===== config.mk =====
export PLATFORM = sky130hd
export DESIGN_NAME = ebac_top
export DESIGN_NICKNAME = d
export VERILOG_FILES = /design/src/design/ebac_pkg.sv /design/src/design/ebac_slow_timer.sv /design/src/design/ebac_top.sv
export SDC_FILE = /design/constraint.sdc
export NUM_CORES = 1
export LEC_CHECK = 0
export BUFFER_PORTS_ARGS = -buffer_cell sky130_fd_sc_hd__buf_4
export CAP_MARGIN = 20
export CORE_AREA = 2 2 201 203
export CTS_CLUSTER_SIZE = 30
export DETAILED_ROUTE_END_ITERATION = 12
export DIE_AREA = 0 0 203 205
export GPL_TIMING_DRIVEN = 1
export HOLD_SLACK_MARGIN = 0.05
export PLACE_DENSITY_LB_ADDON = 0.08
export RECOVER_POWER = 100
export SYNTH_ARGS = -nofsm -noshare
export SYNTH_HDL_FRONTEND = slang
export SYNTH_SLANG_ARGS = --single-unit

===== constraint.sdc =====
create_clock -name clk -period 3.52 [get_ports clk]
set_input_delay 0.704 -clock clk [delete_from_list [all_inputs] [get_ports clk]]
set_output_delay 0.704 -clock clk [all_outputs]
set_load 0.02 [all_outputs]

===== src/design/ebac_pkg.sv =====
package ebac_pkg;

	// store geometry
	localparam int unsigned NVM_DEPTH = 64;
	localparam int unsigned NVM_AW    = 6;
	localparam int unsigned NVM_DW    = 8;

	// directly mapped special function addresses, sector 0
	localparam logic [7:0] ADDR_INDIRECT1   = 8'h01;
	localparam logic [7:0] ADDR_PTR1_LOW    = 8'h02;
	localparam logic [7:0] ADDR_PTR1_HIGH   = 8'h03;
	localparam logic [7:0] ADDR_INDIRECT2   = 8'h04;
	localparam logic [7:0] ADDR_PTR2_LOW    = 8'h05;
	localparam logic [7:0] ADDR_PTR2_HIGH   = 8'h06;
	localparam logic [7:0] ADDR_NVM_ADDRESS = 8'h2C;
	localparam logic [7:0] ADDR_NVM_DATA    = 8'h2D;

	// control register location, reached only through a pointer pair
	localparam logic [7:0] CTRL_LOW_ADDR = 8'h40;
	localparam logic [7:0] CTRL_SECTOR   = 8'h01;

	// control register bit positions
	localparam int unsigned CTRL_FETCH_BIT    = 0;
	localparam int unsigned CTRL_FETCH_EN_BIT = 1;
	localparam int unsigned CTRL_PROG_BIT     = 2;
	localparam int unsigned CTRL_PROG_EN_BIT  = 3;

	// values after reset
	localparam logic [7:0]        RST_BYTE = 8'h00;
	localparam logic [NVM_AW-1:0] RST_ADDR = 6'h00;
	localparam logic [7:0]        RST_CNT  = 8'h00;

	// cycle counts
	localparam logic [7:0] READ_CYCLES_DEF = 8'h04;
	localparam logic [7:0] WRITE_TICKS_DEF = 8'h08;
	localparam logic [7:0] TICK_DIV_DEF    = 8'h10;

	typedef enum logic [1:0] {
		ST_IDLE  = 2'b00,
		ST_READ  = 2'b01,
		ST_WRITE = 2'b10
	} ebac_state_type;

	// one access from the core to a sector 0 special function address
	typedef struct packed {
		logic [7:0] addr;
		logic       wr;
		logic       rd;
		logic [7:0] wdata;
	} ebac_req_type;

	// interrupt controller side levels and pulses
	typedef struct packed {
		logic global_irq_enable;
		logic mf_irq_enable;
		logic nvm_irq_enable;
		logic stack_full;
		logic mf_irq_service;
		logic nvm_irq_flag_clr;
	} ebac_irq_ctl_type;

endpackage : ebac_pkg


===== src/design/ebac_slow_timer.sv =====
`timescale 1ns/100ps
// free-running slow reference, brought into clk through a two-flop synchroniser
module ebac_slow_timer #(
	parameter logic [7:0] TICK_DIV = ebac_pkg::TICK_DIV_DEF
) (
	input  wire logic clk,
	input  wire logic sys_rst,
	output logic      tick
);

	logic [7:0] div_r;
	logic       ref_r;
	logic       sync1_r;
	logic       sync2_r;
	logic       sync3_r;

	// the reference runs regardless of any cycle, so a write starts at an arbitrary phase
	always_ff @(posedge clk or posedge sys_rst) begin
		if (sys_rst) begin
			div_r <= ebac_pkg::RST_CNT;
			ref_r <= 1'b0;
		end else if (div_r == TICK_DIV - 8'h01) begin
			div_r <= ebac_pkg::RST_CNT;
			ref_r <= ~ref_r;
		end else begin
			div_r <= div_r + 8'h01;
		end
	end

	always_ff @(posedge clk or posedge sys_rst) begin
		if (sys_rst) begin
			sync1_r <= 1'b0;
			sync2_r <= 1'b0;
			sync3_r <= 1'b0;
		end else begin
			sync1_r <= ref_r;
			sync2_r <= sync1_r;
			sync3_r <= sync2_r;
		end
	end

	// each edge of the reference is one tick
	assign tick = sync2_r ^ sync3_r;

endmodule : ebac_slow_timer


===== src/design/ebac_top.sv =====
`timescale 1ns/100ps
// Behaviour
// - store holds 64 bytes, read and written one byte at a time.
// - six-bit store address; upper two address bits read as zero.
// - control register only at 40H sector 1, via pointer and indirect port.
// - write strobe starts a write only if program enable already set.
// - write strobe clears itself when the write cycle completes.
// - read strobe starts a read only if fetch enable already set.
// - read strobe clears itself at read end; byte then valid in data register.
// - program enable zero blocks every write cycle.
// - fetch enable zero blocks every read cycle.
// - data register keeps fetched byte until next read or write.
// - write cycle timed by slow timer asynchronous to system clock; here the timer is divided down from clk.
// - reset clears program enable.
// - reset clears pointer high bytes, selecting sector 0.
// - write end sets store flag and multi-function flag.
// - vector request only with all three enables and stack not full.
// - servicing clears only multi-function flag; software clears store flag.
// - read: set fetch enable, load address, set read strobe.
module ebac_top #(
	parameter logic [7:0] READ_CYCLES = ebac_pkg::READ_CYCLES_DEF,
	parameter logic [7:0] WRITE_TICKS = ebac_pkg::WRITE_TICKS_DEF,
	parameter logic [7:0] TICK_DIV    = ebac_pkg::TICK_DIV_DEF
) (
	input  wire logic                     clk,
	input  wire logic                     sys_rst,
	input  wire ebac_pkg::ebac_req_type     core_req,
	output logic [7:0]                    core_rdata,
	input  wire ebac_pkg::ebac_irq_ctl_type irq_ctl,
	output logic                          nvm_irq_flag,
	output logic                          mf_irq_flag,
	output logic                          irq_vector_req,
	output logic                          nvm_busy
);

	logic [ebac_pkg::NVM_DW-1:0] store_mem [ebac_pkg::NVM_DEPTH];

	ebac_pkg::ebac_state_type    state_r;
	logic [ebac_pkg::NVM_AW-1:0] nvm_address_r;
	logic [7:0]                  nvm_data_r;
	logic                        program_enable_r;
	logic                        fetch_enable_r;
	logic [7:0]                  pointer1_low_r;
	logic [7:0]                  pointer1_high_r;
	logic [7:0]                  pointer2_low_r;
	logic [7:0]                  pointer2_high_r;
	logic [ebac_pkg::NVM_AW-1:0] lat_addr_r;
	logic [7:0]                  lat_data_r;
	logic [7:0]                  cnt_r;
	logic                        nvm_irq_flag_r;
	logic                        mf_irq_flag_r;
	logic [7:0]                  rdata_r;
	logic                        tick;
	logic                        ptr1_hits;
	logic                        ptr2_hits;
	logic                        ctrl_sel;
	logic                        ctrl_wr;
	logic                        start_write;
	logic                        start_read;
	logic                        read_done;
	logic                        write_done;
	logic                        read_busy;
	logic                        write_busy;
	logic [7:0]                  ctrl_value;
	logic [7:0]                  rdata_nxt;

	ebac_slow_timer #(
		.TICK_DIV (TICK_DIV)
	) u_slow_timer (
		.clk     (clk),
		.sys_rst (sys_rst),
		.tick    (tick)
	);

	// the control register answers only when a pointer pair holds sector 1, 40H
	assign ptr1_hits = (pointer1_high_r == ebac_pkg::CTRL_SECTOR) && (pointer1_low_r == ebac_pkg::CTRL_LOW_ADDR);
	assign ptr2_hits = (pointer2_high_r == ebac_pkg::CTRL_SECTOR) && (pointer2_low_r == ebac_pkg::CTRL_LOW_ADDR);
	assign ctrl_sel  = ((core_req.addr == ebac_pkg::ADDR_INDIRECT1) && ptr1_hits)
	                || ((core_req.addr == ebac_pkg::ADDR_INDIRECT2) && ptr2_hits);
	assign ctrl_wr   = core_req.wr && ctrl_sel;

	assign read_busy  = (state_r == ebac_pkg::ST_READ);
	assign write_busy = (state_r == ebac_pkg::ST_WRITE);
	assign nvm_busy   = read_busy || write_busy;

	// enables are checked as they stood before this write, so both in one write start nothing
	assign start_write = ctrl_wr && core_req.wdata[ebac_pkg::CTRL_PROG_BIT] && program_enable_r
	                  && (state_r == ebac_pkg::ST_IDLE);
	// a write strobe wins if software breaks the one-strobe-at-a-time convention
	assign start_read  = ctrl_wr && core_req.wdata[ebac_pkg::CTRL_FETCH_BIT] && fetch_enable_r
	                  && (state_r == ebac_pkg::ST_IDLE) && !start_write;

	assign read_done  = read_busy && (cnt_r == READ_CYCLES - 8'h01);
	assign write_done = write_busy && tick && (cnt_r == WRITE_TICKS - 8'h01);

	always_ff @(posedge clk or posedge sys_rst) begin
		if (sys_rst) begin
			state_r <= ebac_pkg::ST_IDLE;
		end else begin
			case (state_r)
				ebac_pkg::ST_IDLE: begin
					if (start_write) begin
						state_r <= ebac_pkg::ST_WRITE;
					end else if (start_read) begin
						state_r <= ebac_pkg::ST_READ;
					end
				end
				ebac_pkg::ST_READ: begin
					if (read_done) begin
						state_r <= ebac_pkg::ST_IDLE;
					end
				end
				ebac_pkg::ST_WRITE: begin
					if (write_done) begin
						state_r <= ebac_pkg::ST_IDLE;
					end
				end
				default: begin
					state_r <= ebac_pkg::ST_IDLE;
				end
			endcase
		end
	end

	// read counts clk cycles, write counts slow ticks
	always_ff @(posedge clk or posedge sys_rst) begin
		if (sys_rst) begin
			cnt_r <= ebac_pkg::RST_CNT;
		end else if (start_write || start_read || read_done || write_done) begin
			cnt_r <= ebac_pkg::RST_CNT;
		end else if (read_busy || (write_busy && tick)) begin
			cnt_r <= cnt_r + 8'h01;
		end
	end

	always_ff @(posedge clk or posedge sys_rst) begin
		if (sys_rst) begin
			lat_addr_r <= ebac_pkg::RST_ADDR;
			lat_data_r <= ebac_pkg::RST_BYTE;
		end else if (start_write || start_read) begin
			lat_addr_r <= nvm_address_r;
			lat_data_r <= nvm_data_r;
		end
	end

	// no reset: the array is the non-volatile content
	always_ff @(posedge clk) begin
		if (write_done) begin
			store_mem[lat_addr_r] <= lat_data_r;
		end
	end

	always_ff @(posedge clk or posedge sys_rst) begin
		if (sys_rst) begin
			program_enable_r <= 1'b0;
			fetch_enable_r   <= 1'b0;
		end else if (ctrl_wr) begin
			program_enable_r <= core_req.wdata[ebac_pkg::CTRL_PROG_EN_BIT];
			fetch_enable_r   <= core_req.wdata[ebac_pkg::CTRL_FETCH_EN_BIT];
		end
	end

	always_ff @(posedge clk or posedge sys_rst) begin
		if (sys_rst) begin
			pointer1_low_r  <= ebac_pkg::RST_BYTE;
			pointer1_high_r <= ebac_pkg::RST_BYTE;
			pointer2_low_r  <= ebac_pkg::RST_BYTE;
			pointer2_high_r <= ebac_pkg::RST_BYTE;
		end else if (core_req.wr) begin
			case (core_req.addr)
				ebac_pkg::ADDR_PTR1_LOW:  pointer1_low_r  <= core_req.wdata;
				ebac_pkg::ADDR_PTR1_HIGH: pointer1_high_r <= core_req.wdata;
				ebac_pkg::ADDR_PTR2_LOW:  pointer2_low_r  <= core_req.wdata;
				ebac_pkg::ADDR_PTR2_HIGH: pointer2_high_r <= core_req.wdata;
				default: begin
				end
			endcase
		end
	end

	always_ff @(posedge clk or posedge sys_rst) begin
		if (sys_rst) begin
			nvm_address_r <= ebac_pkg::RST_ADDR;
		end else if (core_req.wr && (core_req.addr == ebac_pkg::ADDR_NVM_ADDRESS)) begin
			nvm_address_r <= core_req.wdata[ebac_pkg::NVM_AW-1:0];
		end
	end

	// a finishing read wins over a core write in the same cycle
	always_ff @(posedge clk or posedge sys_rst) begin
		if (sys_rst) begin
			nvm_data_r <= ebac_pkg::RST_BYTE;
		end else if (read_done) begin
			nvm_data_r <= store_mem[lat_addr_r];
		end else if (core_req.wr && (core_req.addr == ebac_pkg::ADDR_NVM_DATA)) begin
			nvm_data_r <= core_req.wdata;
		end
	end

	// set wins over clear on both flags
	always_ff @(posedge clk or posedge sys_rst) begin
		if (sys_rst) begin
			nvm_irq_flag_r <= 1'b0;
			mf_irq_flag_r  <= 1'b0;
		end else begin
			if (write_done) begin
				nvm_irq_flag_r <= 1'b1;
			end else if (irq_ctl.nvm_irq_flag_clr) begin
				nvm_irq_flag_r <= 1'b0;
			end
			if (write_done) begin
				mf_irq_flag_r <= 1'b1;
			end else if (irq_ctl.mf_irq_service) begin
				mf_irq_flag_r <= 1'b0;
			end
		end
	end

	assign nvm_irq_flag   = nvm_irq_flag_r;
	assign mf_irq_flag    = mf_irq_flag_r;
	assign irq_vector_req = mf_irq_flag_r && nvm_irq_flag_r && irq_ctl.global_irq_enable
	                     && irq_ctl.mf_irq_enable && irq_ctl.nvm_irq_enable && !irq_ctl.stack_full;

	assign ctrl_value = {4'h0, program_enable_r, write_busy, fetch_enable_r, read_busy};

	always_comb begin
		rdata_nxt = ebac_pkg::RST_BYTE;
		case (core_req.addr)
			ebac_pkg::ADDR_INDIRECT1:   rdata_nxt = ptr1_hits ? ctrl_value : ebac_pkg::RST_BYTE;
			ebac_pkg::ADDR_INDIRECT2:   rdata_nxt = ptr2_hits ? ctrl_value : ebac_pkg::RST_BYTE;
			ebac_pkg::ADDR_PTR1_LOW:    rdata_nxt = pointer1_low_r;
			ebac_pkg::ADDR_PTR1_HIGH:   rdata_nxt = pointer1_high_r;
			ebac_pkg::ADDR_PTR2_LOW:    rdata_nxt = pointer2_low_r;
			ebac_pkg::ADDR_PTR2_HIGH:   rdata_nxt = pointer2_high_r;
			ebac_pkg::ADDR_NVM_ADDRESS: rdata_nxt = {2'b00, nvm_address_r};
			ebac_pkg::ADDR_NVM_DATA:    rdata_nxt = nvm_data_r;
			default:                    rdata_nxt = ebac_pkg::RST_BYTE;
		endcase
	end

	always_ff @(posedge clk or posedge sys_rst) begin
		if (sys_rst) begin
			rdata_r <= ebac_pkg::RST_BYTE;
		end else if (core_req.rd) begin
			rdata_r <= rdata_nxt;
		end
	end

	assign core_rdata = rdata_r;
endmodule : ebac_top


==> summary.md <==
| Metric | Value |
|---|---|
| Share of layout cells above drive strength 1 | 0.202 |
| Post-Layout Cell Count | 2,222 |
| Post-synthesis sequential area ratio | 0.721 |
| Tot Pwr | 13.8 mW |
| Post-Syn Instances | 1,495 |
| RSZ-0062 raised after global routing | no |
| Mapped Area | 0.0246 sq mm |
| Maximum operating frequency | 318 MHz |
| Post-DP HPWL | 42,400 um |
| Crit path kind | reg -> reg |
| Critical Path Start | cnt_r[0]$_DFFE_PP0P_ |
| Initial Util | 0.624 |
| Average instance area after synthesis | 16.4 sq um |
| CTS root buffer | clkbuf_16 |
| Port bufs | 37 |
| R2r startpoint | cnt_r[0]$_DFFE_PP0P_ |
| I/O pin cnt | 38 |
| Worst reg2reg path depth | 7 |
| Post-route cell area | 0.0277 sq mm |
| CP startpoint kind | register |
| Clock power frac | 0.429 |
| Critical path arrival | 3.41 ns |
| Hold Crit Endpoint | nvm_irq_flag$_DFFE_PP0P_ |
| CTS tree | built |
| Initial DRT Pass Iterations | 5 |
| Synth Flop Type | edfxtp_1 |
| Die Height | 205 um |
| Synthesized flop and latch total | 606 |
| Terminus of the critical flop-to-flop path | store_mem[5][3]$_DFFE_PP_ |
| DRT iter0 DRCs | 1,868 |
| DP Cell Count | 2,116 |
| Min-Delay Path Depth | 2 |
| Total power divided by cell area | 499 mW/mm^2 |
| Antenna diodes | 0 |
| Post-CTS Resized | 0 |
| Synth warnings | 0 |
| Most frequent cell after synthesis | edfxtp_1 |
| Worst Path Required | 3.78 ns |
| Global-route wire length before repair | 96,900 um |
| Place WS | 0.601 ns |
| Max Cap Viol | 8 |
| DRC violations left | 0 |
| Skew-Pair Late Insertion Delay | 0.62 ns |
| Final setup vio count | 0 |
| Total CTS buffers | 60 |
| Gp weighted congestion | 0.924 |
| Count of hold-fix buffers inserted at cts | 0 |
| Power share of the combinational group | 0.011 |
| Failing checks | capacitance limit, slew limit |
| Avg WL per Cell | 29.6 um |
| Worst-Margin Slew | 2.60 ns |
| Worst-path clk slew | 0.06 ns |
| Setup TNS | 0 ns |
| HP Start | irq_ctl[0] |
| Area Growth Syn to Fin | 12.7% |
| Post-layout min period | 3.14 ns |
| Std-Cell Rows | 73 |
| Final hold vios | 0 |
| Global Route Usage Sum | 0.323 |
| Final design utilization | 0.704 |
| Nets | 1,685 |
| Die X | 203 um |
| Setup Skew | 0.0154 ns |
| Crit share post-route | 0.893 |
| Sw power | 2.70 mW |
| Status | finished with violations |
| Vias in the first global route | 14,600 |
| CP Capture Type | register |
| Placed cell areas | 0.0263 sq mm |
| Largest net degree at the start of global routing | 55 |
| Antenna viol nets, final | 0 |
| Initial antenna violation count | 0 |
| Clock sink count | 606 |
| Worst slew margin | -0.730 |
| CTS HTree Levels | 2 |
| Worst hold path class | in -> reg |
| Switching share of power | 0.195 |
| Global route total overflow | 0 |
| Synth top area share | 0.626 |
| Syn Nets | 1,526 |
| Area leader, netlist | edfxtp_1 |
| Synth area leaders | edfxtp_1 (63%), dfrtp_1 (9.6%), mux2_2 (4.4%) |
| Die area | 0.0416 sq mm |
| Reg power frac | 0.560 |
| Clk buf depth | 3 |
| Reg2reg setup slack | 0.38 ns |
| Setup Fix Bufs, Post-CTS | 0 |
| Leakage power | 8.86 nW |
| Core ar. | 0.0394 sq mm |
| Top post-synthesis cells by count | edfxtp_1 (512), nor2_1 (121), mux2_2 (95) |
| DR vias | 15,200 |
| Critical Path Fanout Max | 8 |
| Asr flop ratio synth | 0.155 |
| Post-synth EDFFs | 512 |
| Slew Viols, Final | 357 |
| Via density per instance | 6.83 |
| P_int | 11.1 mW |
| Yosys cell types | 76 |
| Routed WL | 65,800 um |
| Setup WS post-layout | 0.376 ns |
| Peak VDD IR | 0.442 mV |
| WHS | 0.270 ns |
cell families (layout without fill, tap and decap cells):
kind of cell,count (synthesis),in the layout,share of synthesized area
buffers and inverters,97,299,0.0199
multiplexers,211,211,0.108
AND/OR/NAND/NOR,285,285,0.0576
AO/OA/AOI/OAI,276,276,0.0850
flip-flops,606,606,0.721
XOR/XNOR,15,15,0.00535
adder cells (fa/ha/maj),5,5,0.00255
layer usage:
metal  vias to the layer above  routed length (um)  GRT usage
met4                         0                2850      0.125
met3                       183                7290     0.0716
met1                      7708               25600      0.463
met2                       980               30100      0.490
met5                         -                   0          0
li1                       6303                   -          -
power groups by stage:
| stage | combinational (mW) | sequential (mW) | clock, mW |
|---|---|---|---|
| 5_1_grt | 0.159 | 7.74 | 6.27 |
| 2_1_floorplan | 0.0825 | 7.88 | 0 |
| 3_3_place_gp | 0.150 | 7.89 | 0 |
| 4_1_cts | 0.154 | 7.74 | 5.99 |
| 6_report | 0.147 | 7.74 | 5.93 |
| 3_5_place_dp | 0.154 | 7.89 | 0 |
worst max path at each step:
stage                                            end  cells past startpoint
after floorplan                 cnt_r[0]$_DFFE_PP0P_                      1
after global placement    store_mem[17][3]$_DFFE_PP_                      8
after detailed placement  store_mem[33][7]$_DFFE_PP_                      8
after CTS                 store_mem[33][6]$_DFFE_PP_                      8
after global routing      store_mem[32][6]$_DFFE_PP_                      9
final                      store_mem[5][3]$_DFFE_PP_                      7
cells in the final DEF, fill, tap and decap left out, types with 6 or more instances in the layout:
master     instances
a221o_1           13
clkbuf_2           8
clkinv_1           9
nor2b_1           10
inv_1             10
mux4_2            30
edfxtp_1         512
nor2_1           119
a222oi_1           6
mux2_2            95
nand3_1           29
o22ai_1           29
a22oi_1           37
mux2_1            14
a21oi_1           31
o21ai_0           25
a31oi_1            9
clkbuf_1          82
xor2_1             9
mux2i_1           72
clkinv_2          11
nor3_1            10
xnor2_1            6
dfrtp_1           91
a221oi_1          56
clkbuf_16         61
nand2_1           58
a22o_1            17
o211ai_1           6
buf_4             98
sequential cells by signal, indices dropped and copies added (netlist names):
signal / flops
lat_data_r: 8
core_rdata: 8
u_slow_timer.sync3_r: 1
u_slow_timer.div_r: 8
program_enable_r: 1
nvm_data_r: 8
u_slow_timer.sync2_r: 1
store_mem: 512
pointer2_low_r: 8
pointer1_low_r: 8
state_r: 2
cnt_r: 8
mf_irq_flag: 1
pointer1_high_r: 8
nvm_address_r: 6
u_slow_timer.sync1_r: 1
u_slow_timer.ref_r: 1
pointer2_high_r: 8
fetch_enable_r: 1
lat_addr_r: 6
nvm_irq_flag: 1
worst max-delay path, cell delays in order, from the launching register on:
cell and delay [ns]:
dfrtp_1 0.41, ha_1 0.22, nor4b_1 0.36, nand2_1 0.20
nor2_1 0.41, nand3_1 0.49, nor2_1 0.29, clkbuf_1 0.41
final cells by class:
type / count / area, sq um
multi-input cells: 792 / 6300
clock buffers: 78 / 1610
inverters: 12 / 46.3
well taps: 525 / 657
flip-flops and latches: 606 / 17700
repair buffers: 182 / 1160
clock inverters: 27 / 193
fillers: 2617 / 11700
Note: power is estimated with default switching activity, not from simulation.
